File: src/include/exc_prio_pkg.sv
// Purpose: shared constants and carriers for the exception priority unit
// Assumes: one core clock, avalon-mm register access
// Notes: priority levels are lower-is-more-urgent
package exc_prio_pkg;
  // register word offsets (byte addresses)
  localparam logic [3:0] REG_CTRL = 4'h0;
  localparam logic [3:0] REG_STATUS = 4'h4;
  localparam logic [3:0] REG_ERRCODE = 4'h8;
  localparam logic [3:0] REG_PENDING = 4'hC;
  // control field positions
  localparam int CTRL_IF = 0;
  localparam int CTRL_TS = 1;
  localparam int CTRL_MP = 2;
  localparam int CTRL_EM = 3;
  localparam int CTRL_NE = 4;
  localparam int CTRL_PROT = 5;
  localparam logic [5:0] CTRL_RESET = 6'h00;
  localparam int NUM_LEVELS = 15;
  // priority levels
  localparam logic [3:0] LVL_WARM_RESET = 4'h0;
  localparam logic [3:0] LVL_DBG_PREV = 4'h1;
  localparam logic [3:0] LVL_DBG_NEXT = 4'h2;
  localparam logic [3:0] LVL_FLUSH = 4'h3;
  localparam logic [3:0] LVL_SMI = 4'h4;
  localparam logic [3:0] LVL_NMI = 4'h5;
  localparam logic [3:0] LVL_MASKABLE_INT = 4'h6;
  localparam logic [3:0] LVL_FETCH = 4'h7;
  localparam logic [3:0] LVL_DECODE = 4'h8;
  localparam logic [3:0] LVL_WAIT_DNA = 4'h9;
  localparam logic [3:0] LVL_ESC_DNA = 4'hA;
  localparam logic [3:0] LVL_FPU_ERR = 4'hB;
  localparam logic [3:0] LVL_SEG = 4'hC;
  localparam logic [3:0] LVL_PAGE = 4'hD;
  localparam logic [3:0] LVL_ALIGN = 4'hE;
  localparam logic [3:0] LVL_NONE = 4'hF;
  // vectors
  localparam logic [7:0] VEC_DEBUG = 8'h01;
  localparam logic [7:0] VEC_NMI = 8'h02;
  localparam logic [7:0] VEC_INVALID_OP = 8'h06;
  localparam logic [7:0] VEC_DNA = 8'h07;
  localparam logic [7:0] VEC_DOUBLE = 8'h08;
  localparam logic [7:0] VEC_BAD_TSS = 8'h0A;
  localparam logic [7:0] VEC_NOT_PRESENT = 8'h0B;
  localparam logic [7:0] VEC_STACK = 8'h0C;
  localparam logic [7:0] VEC_GP = 8'h0D;
  localparam logic [7:0] VEC_PAGE = 8'h0E;
  localparam logic [7:0] VEC_FPU = 8'h10;
  localparam logic [7:0] VEC_ALIGN = 8'h11;
  localparam logic [7:0] VEC_NONE = 8'hFF;
  // error code layout
  localparam int EC_B0 = 0;
  localparam int EC_B1 = 1;
  localparam int EC_B2 = 2;
  localparam int EC_IDX_LSB = 3;
  // fault kinds for the memory stages
  typedef enum logic [2:0] {
    FK_NOT_PRESENT, FK_GP, FK_STACK, FK_BAD_TSS, FK_IDT
  } fault_kind_t;
  // descriptor of a segment/table fault
  typedef struct packed {
    fault_kind_t kind;
    logic [12:0] index;
    logic table_ind;
    logic during_handler;
  } seg_fault_t;
  // page fault causes
  typedef struct packed {
    logic protection;
    logic write;
    logic user;
  } page_fault_t;
  // chosen service
  typedef struct packed {
    logic [3:0] level;
    logic [7:0] vector;
    logic has_errcode;
    logic [15:0] errcode;
  } service_t;
endpackage

File: src/logic/exception_priority_errcode.sv
// Purpose: pick one interrupt or exception per instruction boundary, form error code
// Assumes: boundary strobe from the pipeline; sources hold until serviced
// Notes: What this block does
// What this block does
// - warm reset wins, level 0
// - previous-instruction debug level 1, next level 2
// - cache flush pin serviced at level 3
// - system management pin at level 4
// - nmi beats maskable interrupt, levels 5, 6
// - maskable interrupt only with enable flag set
// - fetch faults level 7, decode level 8
// - wait with task-switched and monitor flags: level 9
// - escape with emulate or task-switched: level 10
// - unmasked fpu error with enable: level 11
// - segment 12, page 13, alignment 14
// - only one exception per execution attempt
// - faults leave restartable state except partial tss
// - real mode never raises 13, 14
// - real mode vectors 8, 12, 13 mean overruns
// - protected mode error code for seven faults
// - error code pushed before handler entry
// - double fault, alignment code all zero
// - page fault code bits protection, write, user
// - table fault code: index, bit1 one, handler
// - segment code: index, table bit, zero, handler
`timescale 1ns/1ns
`default_nettype none
module exception_priority_errcode (
  // clock and reset
  input wire logic i_clk,
  input wire logic i_rstn,
  // external pins
  input wire logic i_warm_reset_in,
  input wire logic i_flush_n,
  input wire logic i_sys_mgmt_int_n,
  input wire logic i_nmi,
  input wire logic i_maskable_int,
  // pipeline events
  input wire logic i_boundary,
  input wire logic i_dbg_prev,
  input wire logic i_dbg_next,
  input wire logic i_fetch_fault,
  input wire exc_prio_pkg::seg_fault_t i_fetch_info,
  input wire logic i_decode_fault,
  input wire logic i_wait_instr,
  input wire logic i_fpu_escape_instr,
  input wire logic i_fpu_unmasked_err,
  input wire logic i_seg_fault,
  input wire exc_prio_pkg::seg_fault_t i_seg_info,
  input wire logic i_page_fault,
  input wire exc_prio_pkg::page_fault_t i_page_info,
  input wire logic i_align_fault,
  input wire logic i_double_fault,
  input wire logic i_int_table_overrun,
  input wire logic i_partial_tss,
  // avalon-mm slave
  input wire logic [3:0] i_avs_address,
  input wire logic i_avs_read,
  input wire logic i_avs_write,
  input wire logic [31:0] i_avs_writedata,
  input wire logic [3:0] i_avs_byteenable,
  output logic [31:0] o_avs_readdata,
  output logic o_avs_waitrequest,
  // service result
  output logic o_take,
  output exc_prio_pkg::service_t o_service,
  output logic o_push_errcode,
  output logic o_restartable,
  output logic o_ack_flush,
  output logic o_ack_smi,
  output logic o_ack_nmi,
  output logic o_ack_maskable_int
);
  logic [5:0] ctrl_r;
  logic [2:0] wr_s1_r, wr_s2_r;
  logic [2:0] lv_s1_r, lv_s2_r;
  logic nmi_d_r, nmi_pend_r;
  logic done_r;
  logic [14:0] req;
  logic [3:0] win;
  exc_prio_pkg::service_t svc_nxt;
  logic prot, take;
  logic [15:0] seg_code, fetch_code;
  logic [7:0] seg_vec, fetch_vec;
  logic [15:0] count_r;

  // pin synchronisers: warm reset, flush, smi
  always_ff @(posedge i_clk or negedge i_rstn) begin
    if (!i_rstn) begin
      wr_s1_r <= 3'h6;
      wr_s2_r <= 3'h6;
    end else begin
      wr_s1_r <= {i_sys_mgmt_int_n, i_flush_n, i_warm_reset_in};
      wr_s2_r <= wr_s1_r;
    end
  end

  // nmi and maskable level synchronisers
  always_ff @(posedge i_clk or negedge i_rstn) begin
    if (!i_rstn) begin
      lv_s1_r <= 3'h0;
      lv_s2_r <= 3'h0;
    end else begin
      lv_s1_r <= {1'b0, i_maskable_int, i_nmi};
      lv_s2_r <= lv_s1_r;
    end
  end

  // nmi is edge latched; the new edge wins over the service clear
  always_ff @(posedge i_clk or negedge i_rstn) begin
    if (!i_rstn) begin
      nmi_d_r <= 1'b0;
      nmi_pend_r <= 1'b0;
    end else begin
      nmi_d_r <= lv_s2_r[0];
      if (lv_s2_r[0] && !nmi_d_r)
        nmi_pend_r <= 1'b1;
      else if (take && win == exc_prio_pkg::LVL_NMI)
        nmi_pend_r <= 1'b0;
    end
  end

  assign prot = ctrl_r[exc_prio_pkg::CTRL_PROT];

  // request vector indexed by level
  always_comb begin
    req = '0;
    req[exc_prio_pkg::LVL_WARM_RESET] = wr_s2_r[0];
    req[exc_prio_pkg::LVL_DBG_PREV] = i_dbg_prev;
    req[exc_prio_pkg::LVL_DBG_NEXT] = i_dbg_next;
    req[exc_prio_pkg::LVL_FLUSH] = !wr_s2_r[1];
    req[exc_prio_pkg::LVL_SMI] = !wr_s2_r[2];
    req[exc_prio_pkg::LVL_NMI] = nmi_pend_r;
    req[exc_prio_pkg::LVL_MASKABLE_INT] = lv_s2_r[1] && ctrl_r[exc_prio_pkg::CTRL_IF];
    req[exc_prio_pkg::LVL_FETCH] = i_fetch_fault;
    req[exc_prio_pkg::LVL_DECODE] = i_decode_fault;
    req[exc_prio_pkg::LVL_WAIT_DNA] = i_wait_instr && ctrl_r[exc_prio_pkg::CTRL_TS]
      && ctrl_r[exc_prio_pkg::CTRL_MP];
    req[exc_prio_pkg::LVL_ESC_DNA] = i_fpu_escape_instr && (ctrl_r[exc_prio_pkg::CTRL_EM]
      || ctrl_r[exc_prio_pkg::CTRL_TS]);
    req[exc_prio_pkg::LVL_FPU_ERR] = i_fpu_unmasked_err && ctrl_r[exc_prio_pkg::CTRL_NE];
    req[exc_prio_pkg::LVL_SEG] = i_seg_fault || i_double_fault || i_int_table_overrun;
    req[exc_prio_pkg::LVL_PAGE] = i_page_fault && prot;
    req[exc_prio_pkg::LVL_ALIGN] = i_align_fault && prot;
  end

  // lowest level wins
  always_comb begin
    win = exc_prio_pkg::LVL_NONE;
    for (int i = exc_prio_pkg::NUM_LEVELS - 1; i >= 0; i--) begin
      if (req[i])
        win = 4'(i);
    end
  end

  // one service per boundary; done_r blocks a repeat until the boundary ends
  assign take = i_boundary && !done_r && win != exc_prio_pkg::LVL_NONE;

  // segment / descriptor-table error code and vector
  function automatic logic [15:0] seg_errcode(input exc_prio_pkg::seg_fault_t f);
    logic [15:0] c;
    c = '0;
    c[15:exc_prio_pkg::EC_IDX_LSB] = f.index;
    c[exc_prio_pkg::EC_B0] = f.during_handler;
    if (f.kind == exc_prio_pkg::FK_IDT)
      c[exc_prio_pkg::EC_B1] = 1'b1;
    else
      c[exc_prio_pkg::EC_B2] = f.table_ind;
    return c;
  endfunction

  function automatic logic [7:0] seg_vector(input exc_prio_pkg::seg_fault_t f, input logic p);
    logic [7:0] v;
    v = exc_prio_pkg::VEC_GP;
    unique case (f.kind)
      exc_prio_pkg::FK_NOT_PRESENT: v = p ? exc_prio_pkg::VEC_NOT_PRESENT : exc_prio_pkg::VEC_GP;
      exc_prio_pkg::FK_STACK: v = exc_prio_pkg::VEC_STACK;
      exc_prio_pkg::FK_BAD_TSS: v = p ? exc_prio_pkg::VEC_BAD_TSS : exc_prio_pkg::VEC_GP;
      exc_prio_pkg::FK_GP, exc_prio_pkg::FK_IDT: v = exc_prio_pkg::VEC_GP;
      default: v = exc_prio_pkg::VEC_GP;
    endcase
    return v;
  endfunction

  assign seg_code = seg_errcode(i_seg_info);
  assign fetch_code = seg_errcode(i_fetch_info);
  assign seg_vec = seg_vector(i_seg_info, prot);
  assign fetch_vec = seg_vector(i_fetch_info, prot);

  // service descriptor for the winner
  always_comb begin
    svc_nxt = '0;
    svc_nxt.level = win;
    svc_nxt.vector = exc_prio_pkg::VEC_NONE;
    unique case (win)
      exc_prio_pkg::LVL_DBG_PREV, exc_prio_pkg::LVL_DBG_NEXT: svc_nxt.vector = exc_prio_pkg::VEC_DEBUG;
      exc_prio_pkg::LVL_NMI: svc_nxt.vector = exc_prio_pkg::VEC_NMI;
      exc_prio_pkg::LVL_FETCH: begin
        svc_nxt.vector = fetch_vec;
        svc_nxt.has_errcode = prot;
        svc_nxt.errcode = fetch_code;
      end
      exc_prio_pkg::LVL_DECODE: svc_nxt.vector = exc_prio_pkg::VEC_INVALID_OP;
      exc_prio_pkg::LVL_WAIT_DNA, exc_prio_pkg::LVL_ESC_DNA: svc_nxt.vector = exc_prio_pkg::VEC_DNA;
      exc_prio_pkg::LVL_FPU_ERR: svc_nxt.vector = exc_prio_pkg::VEC_FPU;
      exc_prio_pkg::LVL_SEG: begin
        if (i_double_fault || i_int_table_overrun) begin
          svc_nxt.vector = exc_prio_pkg::VEC_DOUBLE;
          svc_nxt.has_errcode = prot;
          svc_nxt.errcode = '0;
        end else begin
          svc_nxt.vector = seg_vec;
          svc_nxt.has_errcode = prot;
          svc_nxt.errcode = seg_code;
        end
      end
      exc_prio_pkg::LVL_PAGE: begin
        svc_nxt.vector = exc_prio_pkg::VEC_PAGE;
        svc_nxt.has_errcode = 1'b1;
        svc_nxt.errcode[exc_prio_pkg::EC_B2] = i_page_info.protection;
        svc_nxt.errcode[exc_prio_pkg::EC_B1] = i_page_info.write;
        svc_nxt.errcode[exc_prio_pkg::EC_B0] = i_page_info.user;
      end
      exc_prio_pkg::LVL_ALIGN: begin
        svc_nxt.vector = exc_prio_pkg::VEC_ALIGN;
        svc_nxt.has_errcode = 1'b1;
        svc_nxt.errcode = '0;
      end
      default: svc_nxt.vector = exc_prio_pkg::VEC_NONE;
    endcase
  end

  // boundary latch
  always_ff @(posedge i_clk or negedge i_rstn) begin
    if (!i_rstn)
      done_r <= 1'b0;
    else if (!i_boundary)
      done_r <= 1'b0;
    else if (take)
      done_r <= 1'b1;
  end

  // registered service outputs
  always_ff @(posedge i_clk or negedge i_rstn) begin
    if (!i_rstn) begin
      o_take <= 1'b0;
      o_service <= '0;
      o_push_errcode <= 1'b0;
      o_restartable <= 1'b1;
      o_ack_flush <= 1'b0;
      o_ack_smi <= 1'b0;
      o_ack_nmi <= 1'b0;
      o_ack_maskable_int <= 1'b0;
    end else begin
      o_take <= take;
      o_push_errcode <= take && svc_nxt.has_errcode;
      o_ack_flush <= take && win == exc_prio_pkg::LVL_FLUSH;
      o_ack_smi <= take && win == exc_prio_pkg::LVL_SMI;
      o_ack_nmi <= take && win == exc_prio_pkg::LVL_NMI;
      o_ack_maskable_int <= take && win == exc_prio_pkg::LVL_MASKABLE_INT;
      if (take) begin
        o_service <= svc_nxt;
        o_restartable <= !(win >= exc_prio_pkg::LVL_FETCH && i_partial_tss);
      end
    end
  end

  // count of services taken
  always_ff @(posedge i_clk or negedge i_rstn) begin
    if (!i_rstn)
      count_r <= '0;
    else if (take)
      count_r <= count_r + 16'h0001;
  end

  // control register write
  always_ff @(posedge i_clk or negedge i_rstn) begin
    if (!i_rstn)
      ctrl_r <= exc_prio_pkg::CTRL_RESET;
    else if (i_avs_write && i_avs_address == exc_prio_pkg::REG_CTRL && i_avs_byteenable[0])
      ctrl_r <= i_avs_writedata[5:0];
  end

  // zero-wait slave: readdata valid combinationally in the request cycle
  assign o_avs_waitrequest = 1'b0;
  always_comb begin
    o_avs_readdata = 32'h0000_0000;
    if (i_avs_read) begin
      unique case (i_avs_address)
        exc_prio_pkg::REG_CTRL: o_avs_readdata = {26'h0, ctrl_r};
        exc_prio_pkg::REG_STATUS: o_avs_readdata = {count_r, 2'h0, o_restartable,
          o_service.has_errcode, o_service.level, o_service.vector};
        exc_prio_pkg::REG_ERRCODE: o_avs_readdata = {16'h0, o_service.errcode};
        exc_prio_pkg::REG_PENDING: o_avs_readdata = {17'h0, req};
        default: o_avs_readdata = 32'h0000_0000;
      endcase
    end
  end
endmodule // exception_priority_errcode
`default_nettype wire

File: config.mk
export PLATFORM = sky130hd
export DESIGN_NAME = exception_priority_errcode
export DESIGN_NICKNAME = d
export VERILOG_FILES = /design/src/include/exc_prio_pkg.sv /design/src/logic/exception_priority_errcode.sv
export SDC_FILE = /design/constraint.sdc
export NUM_CORES = 1
export LEC_CHECK = 0
export BUFFER_PORTS_ARGS = -buffer_cell sky130_fd_sc_hd__buf_4
export CAP_MARGIN = 20
export CORE_ASPECT_RATIO = 1.4
export CORE_UTILIZATION = 47
export CTS_CLUSTER_DIAMETER = 30
export DETAILED_ROUTE_END_ITERATION = 8
export GPL_TIMING_DRIVEN = 0
export PLACE_DENSITY_LB_ADDON = 0.3
export SLEW_MARGIN = 20
export SYNTH_ARGS = -nofsm -noshare
export SYNTH_HDL_FRONTEND = slang
export SYNTH_SLANG_ARGS = --single-unit
File: constraint.sdc
create_clock -name i_clk -period 3.9 [get_ports i_clk]
set_input_delay 0.195 -clock i_clk [delete_from_list [all_inputs] [get_ports i_clk]]
set_output_delay 0.195 -clock i_clk [all_outputs]
set_load 0.01 [all_outputs]
==> summary.txt <==
Floorplan
  – I/O pin count: between 150 and 200
  – Die height: between 100 and 150 um
  – Core region area: just under 8000 sq um
  – Horiz. Die Dim: between 70 and 80 um
  – # rows: 38
  – Starting density of the core: 48.26%
  – Area enclosed by the die boundary: between 8000 and 9000 sq um

Setup path
  – Category of the most critical setup path: reg -> reg
  – Peak fanout along the critical path: 9
  – Worst Setup End Kind: register
  – Critical-path cell with the highest stage delay: sky130_fd_sc_hd__nor3_1
  – Data required time of the worst path: around 4.2 ns
  – Reg-to-reg setup timing slack: roughly 0.34 ns
  – Buffers plus inverters on the worst setup path: 0
  – Chain of cells forming the critical path: o21ai_0 > a311oi_1 > nor3_1 > nor3_1 > a21oi_1 > or4b_2 > a41oi_1
  – Stage delay of the slowest cell on the critical path: 0.95 ns
  – CP most frequent cell: sky130_fd_sc_hd__nor3_1
  – Cell family contributing the most delay on the critical path: simple AND/OR/NAND/NOR gates
  – Critical Path AT: ~3.8 ns
  – Category of the worst setup path launch point: register

STA
  – Unrepaired setup endpoints after global routing: false
  – Final Hold Violating Endpoints: 0
  – Setup Skew: approximately 0.0097 ns
  – Final cycle utilization of the critical path: between 90% and 100%
  – Minimum clock period after layout: ~3.6 ns
  – Finish-stage setup viols: 0
  – Final Max Tran Viols: 0
  – Sum of negative setup slack: 0 ns
  – Max-Slew Margin vs Limit: about a quarter
  – Maximum operating frequency: approximately 0.28 GHz
  – Worst Max-Slew Pin Slew: about 1.1 ns

Power and ir drop
  – Standby leakage power: about 2.4 nW
  – Areal power density over the cells: 354.6 nW/um^2
  – Worst vdd rail ir drop: roughly 260 uV
  – Overall Power: between 1.5 and 2 mW

Placed design
  – Count of input and output buffers: between 100 and 150
  – Post-detail-place hpwl: 9840 um
  – GP Congestion: ~0.94

Synth
  – Portion of the post-synthesis area used by sequential elements: a little under half
  – Post-Synthesis Cell Area: about 3700 sq um
  – Share of synthesized flip-flops with an asynchronous set or reset: 100.0%
  – Predominant post-synthesis flop cell: sky130_fd_sc_hd__dfrtp_1
  – Total number of yosys warnings: 0
  – Library cells used by synthesis: 60
  – Net Count, Synth: 495
  – Fraction of synthesized cell area taken by the top area cell type: about 43%
  – Mean Syn Cell Area: between 9 and 10 sq um
  – Largest cells by area after synthesis: sky130_fd_sc_hd__dfrtp_1 (43%), sky130_fd_sc_hd__a22oi_1 (4.8%), sky130_fd_sc_hd__nor2_1 (4.6%)
  – Flops & latches, synth: 69
  – Dominant cell type by area after synthesis: sky130_fd_sc_hd__dfrtp_1
  – Count of flip-flops with a built-in enable after synthesis: 0
  – Post-Syn Instances: 392

Clocking
  – Clock Pin Slew Worst Setup and Hold Paths: about 0.08 ns
  – Root buffer cell: sky130_fd_sc_hd__clkbuf_8
  – # H-tree levels: 3
  – Quantity of hold-fixing buffers added after cts: 7
  – Inserted Clock Buffers: 9
  – Number of buffers on the longest clock path: 2
  – Setup Buffers After CTS: 0
  – Number of sinks handled by clock tree synthesis: just under 70
  – CTS tree: done
  – Gates resized, CTS repair: 0
  – Clock network latency to the later pin of the worst-skew pair: 0.36 ns

Cells and area
  – N_diodes: 0
  – NumNets Final: 653
  – Layout overhead on the synthesized area: 39.31%
  – Most frequent cells in the layout: sky130_fd_sc_hd__buf_4 (143), sky130_fd_sc_hd__dfrtp_1 (64), sky130_fd_sc_hd__nor2_1 (46)
  – Most frequent standard cell in the layout excluding fill and tap cells: sky130_fd_sc_hd__buf_4
  – Fill cells: about 650
  – Fraction of final layout cells with drive strength greater than 1: about a third

Global routing
  – Wire length of the first global-routing pass: about 20000 um
  – Combined global-route utilization of all metal layers: 31.89%
  – Vias in the first global route: between 3000 and 4000
  – Pin count of the biggest net entering global routing: 70
  – Number of antenna violations at the first check in global routing: 0
  – Gr ovfl total: 0

Hold path
  – Path class of the lowest-slack min-delay path: in -> reg

Drt
  – Number of nets still failing antenna checks after routing: 0
  – Mean number of vias per cell: 5.766
  – Final WL: ~13000 um
  – Drc violations: 0
  – DR pass1 iterations: 5
  – Via count: between 3000 and 4000
  – Post-detailed-route wirelength per cell: 19.51 um
  – Violation count after the first detailed-route iteration: ~330

Job
  – Max Cap Viol: 0

Status
  – Outcome: finished, final reports clean
sequential cells by signal (all words and copies together) (netlist names), 2 cells and up:
signal     cells
o_service     27
lv_s1_r        2
lv_s2_r        2
ctrl_r         6
wr_s1_r        3
count_r       16
wr_s2_r        3
kinds of logic after synthesis:
logic type	after synthesis	share of synthesized area (%)
AO/OA/AOI/OAI	104	19.12
other	1	0.1009
flip-flops	69	46.62
adder cells (fa/ha/maj)	1	0.3365
multiplexers	9	2.693
buffers and inverters	28	4.510
AND/OR/NAND/NOR	163	22.62
XOR/XNOR	17	4.006
worst paths after layout:
| path | from | to | depth (start not counted) |
|---|---|---|---|
| worst max-delay path | ctrl_r[1] | o_service[18] | 7 |
| worst min-delay path | i_avs_writedata[0] | ctrl_r[0] | 2 |
| worst max register to register | ctrl_r[1] | o_service[18] | 7 |
| worst min register to register | lv_s1_r[0] | lv_s2_r[0] | 0 |
| min in group asynchronous | i_rstn | o_service[17] | 2 |
| max in group asynchronous | i_rstn | o_service[19] | 2 |
final cells by class:
cell class / count / area [sq um] / area share (%)
Clock inverter: 5 / 60.06 / 1.160
Inverter: 3 / 11.26 / 0.2174
Sequential cell: 69 / 1733 / 33.46
Buffer: 25 / 156.4 / 3.020
Timing Repair Buffer: 147 / 1121 / 21.65
Clock buffer: 11 / 141.4 / 2.730
Multi-Input combinational cell: 295 / 1831 / 35.35
Tap cell: 100 / 125.1 / 2.416
cell usage after synthesis (3+ instances only):
cell type	n
sky130_fd_sc_hd__xnor2_1	14
sky130_fd_sc_hd__nand2b_1	4
sky130_fd_sc_hd__nand3b_1	5
sky130_fd_sc_hd__and3_1	27
sky130_fd_sc_hd__a22oi_1	24
sky130_fd_sc_hd__clkbuf_1	12
sky130_fd_sc_hd__a21boi_0	3
sky130_fd_sc_hd__nand2_1	36
sky130_fd_sc_hd__o21ai_0	11
sky130_fd_sc_hd__nand3_1	7
sky130_fd_sc_hd__buf_4	3
sky130_fd_sc_hd__dfrtp_1	64
sky130_fd_sc_hd__xor2_1	3
sky130_fd_sc_hd__mux2_2	8
sky130_fd_sc_hd__a221oi_1	6
sky130_fd_sc_hd__dfstp_2	5
sky130_fd_sc_hd__nor3_1	11
sky130_fd_sc_hd__buf_6	5
sky130_fd_sc_hd__nand4_1	7
sky130_fd_sc_hd__a31oi_1	5
sky130_fd_sc_hd__a21oi_1	34
sky130_fd_sc_hd__nor2_1	46
report_power, final:
group          leakage [nW]  switching, mW  internal, mW
clock network        0.0995          0.284         0.314
logic                  1.44          0.178         0.181
registers             0.859         0.0855         0.794
total                  2.40          0.548          1.29
per-stage QoR:
stage / cell area, sq um / hold slack, ns / setup WS [ns] / utilization (%) / cells
after global routing: 5179 / 0.06814 / 0.09153 / 67.24 / 655
after floorplan: 3717 / -0.1006 / 0.9696 / - / 392
after CTS: 5171 / 0.05658 / 0.3228 / 67.14 / 655
after global placement: 4893 / 0.3051 / 0.3851 / 63.53 / 632
final: 5179 / 0.06228 / 0.3413 / 67.24 / 655
after detailed placement: 4900 / 0.3059 / 0.3394 / 63.61 / 632
per-layer routing:
metal / vias to the layer above / GRT usage, % / part of all wire [%]
met5: - / 0 / 0
met4: 0 / 17.25 / 3.8
met3: 36 / 7.660 / 6.2
met2: 166 / 55.25 / 52
met1: 1823 / 35.83 / 39
li1: 1752 / - / -
(Power assumes the default switching activity.)
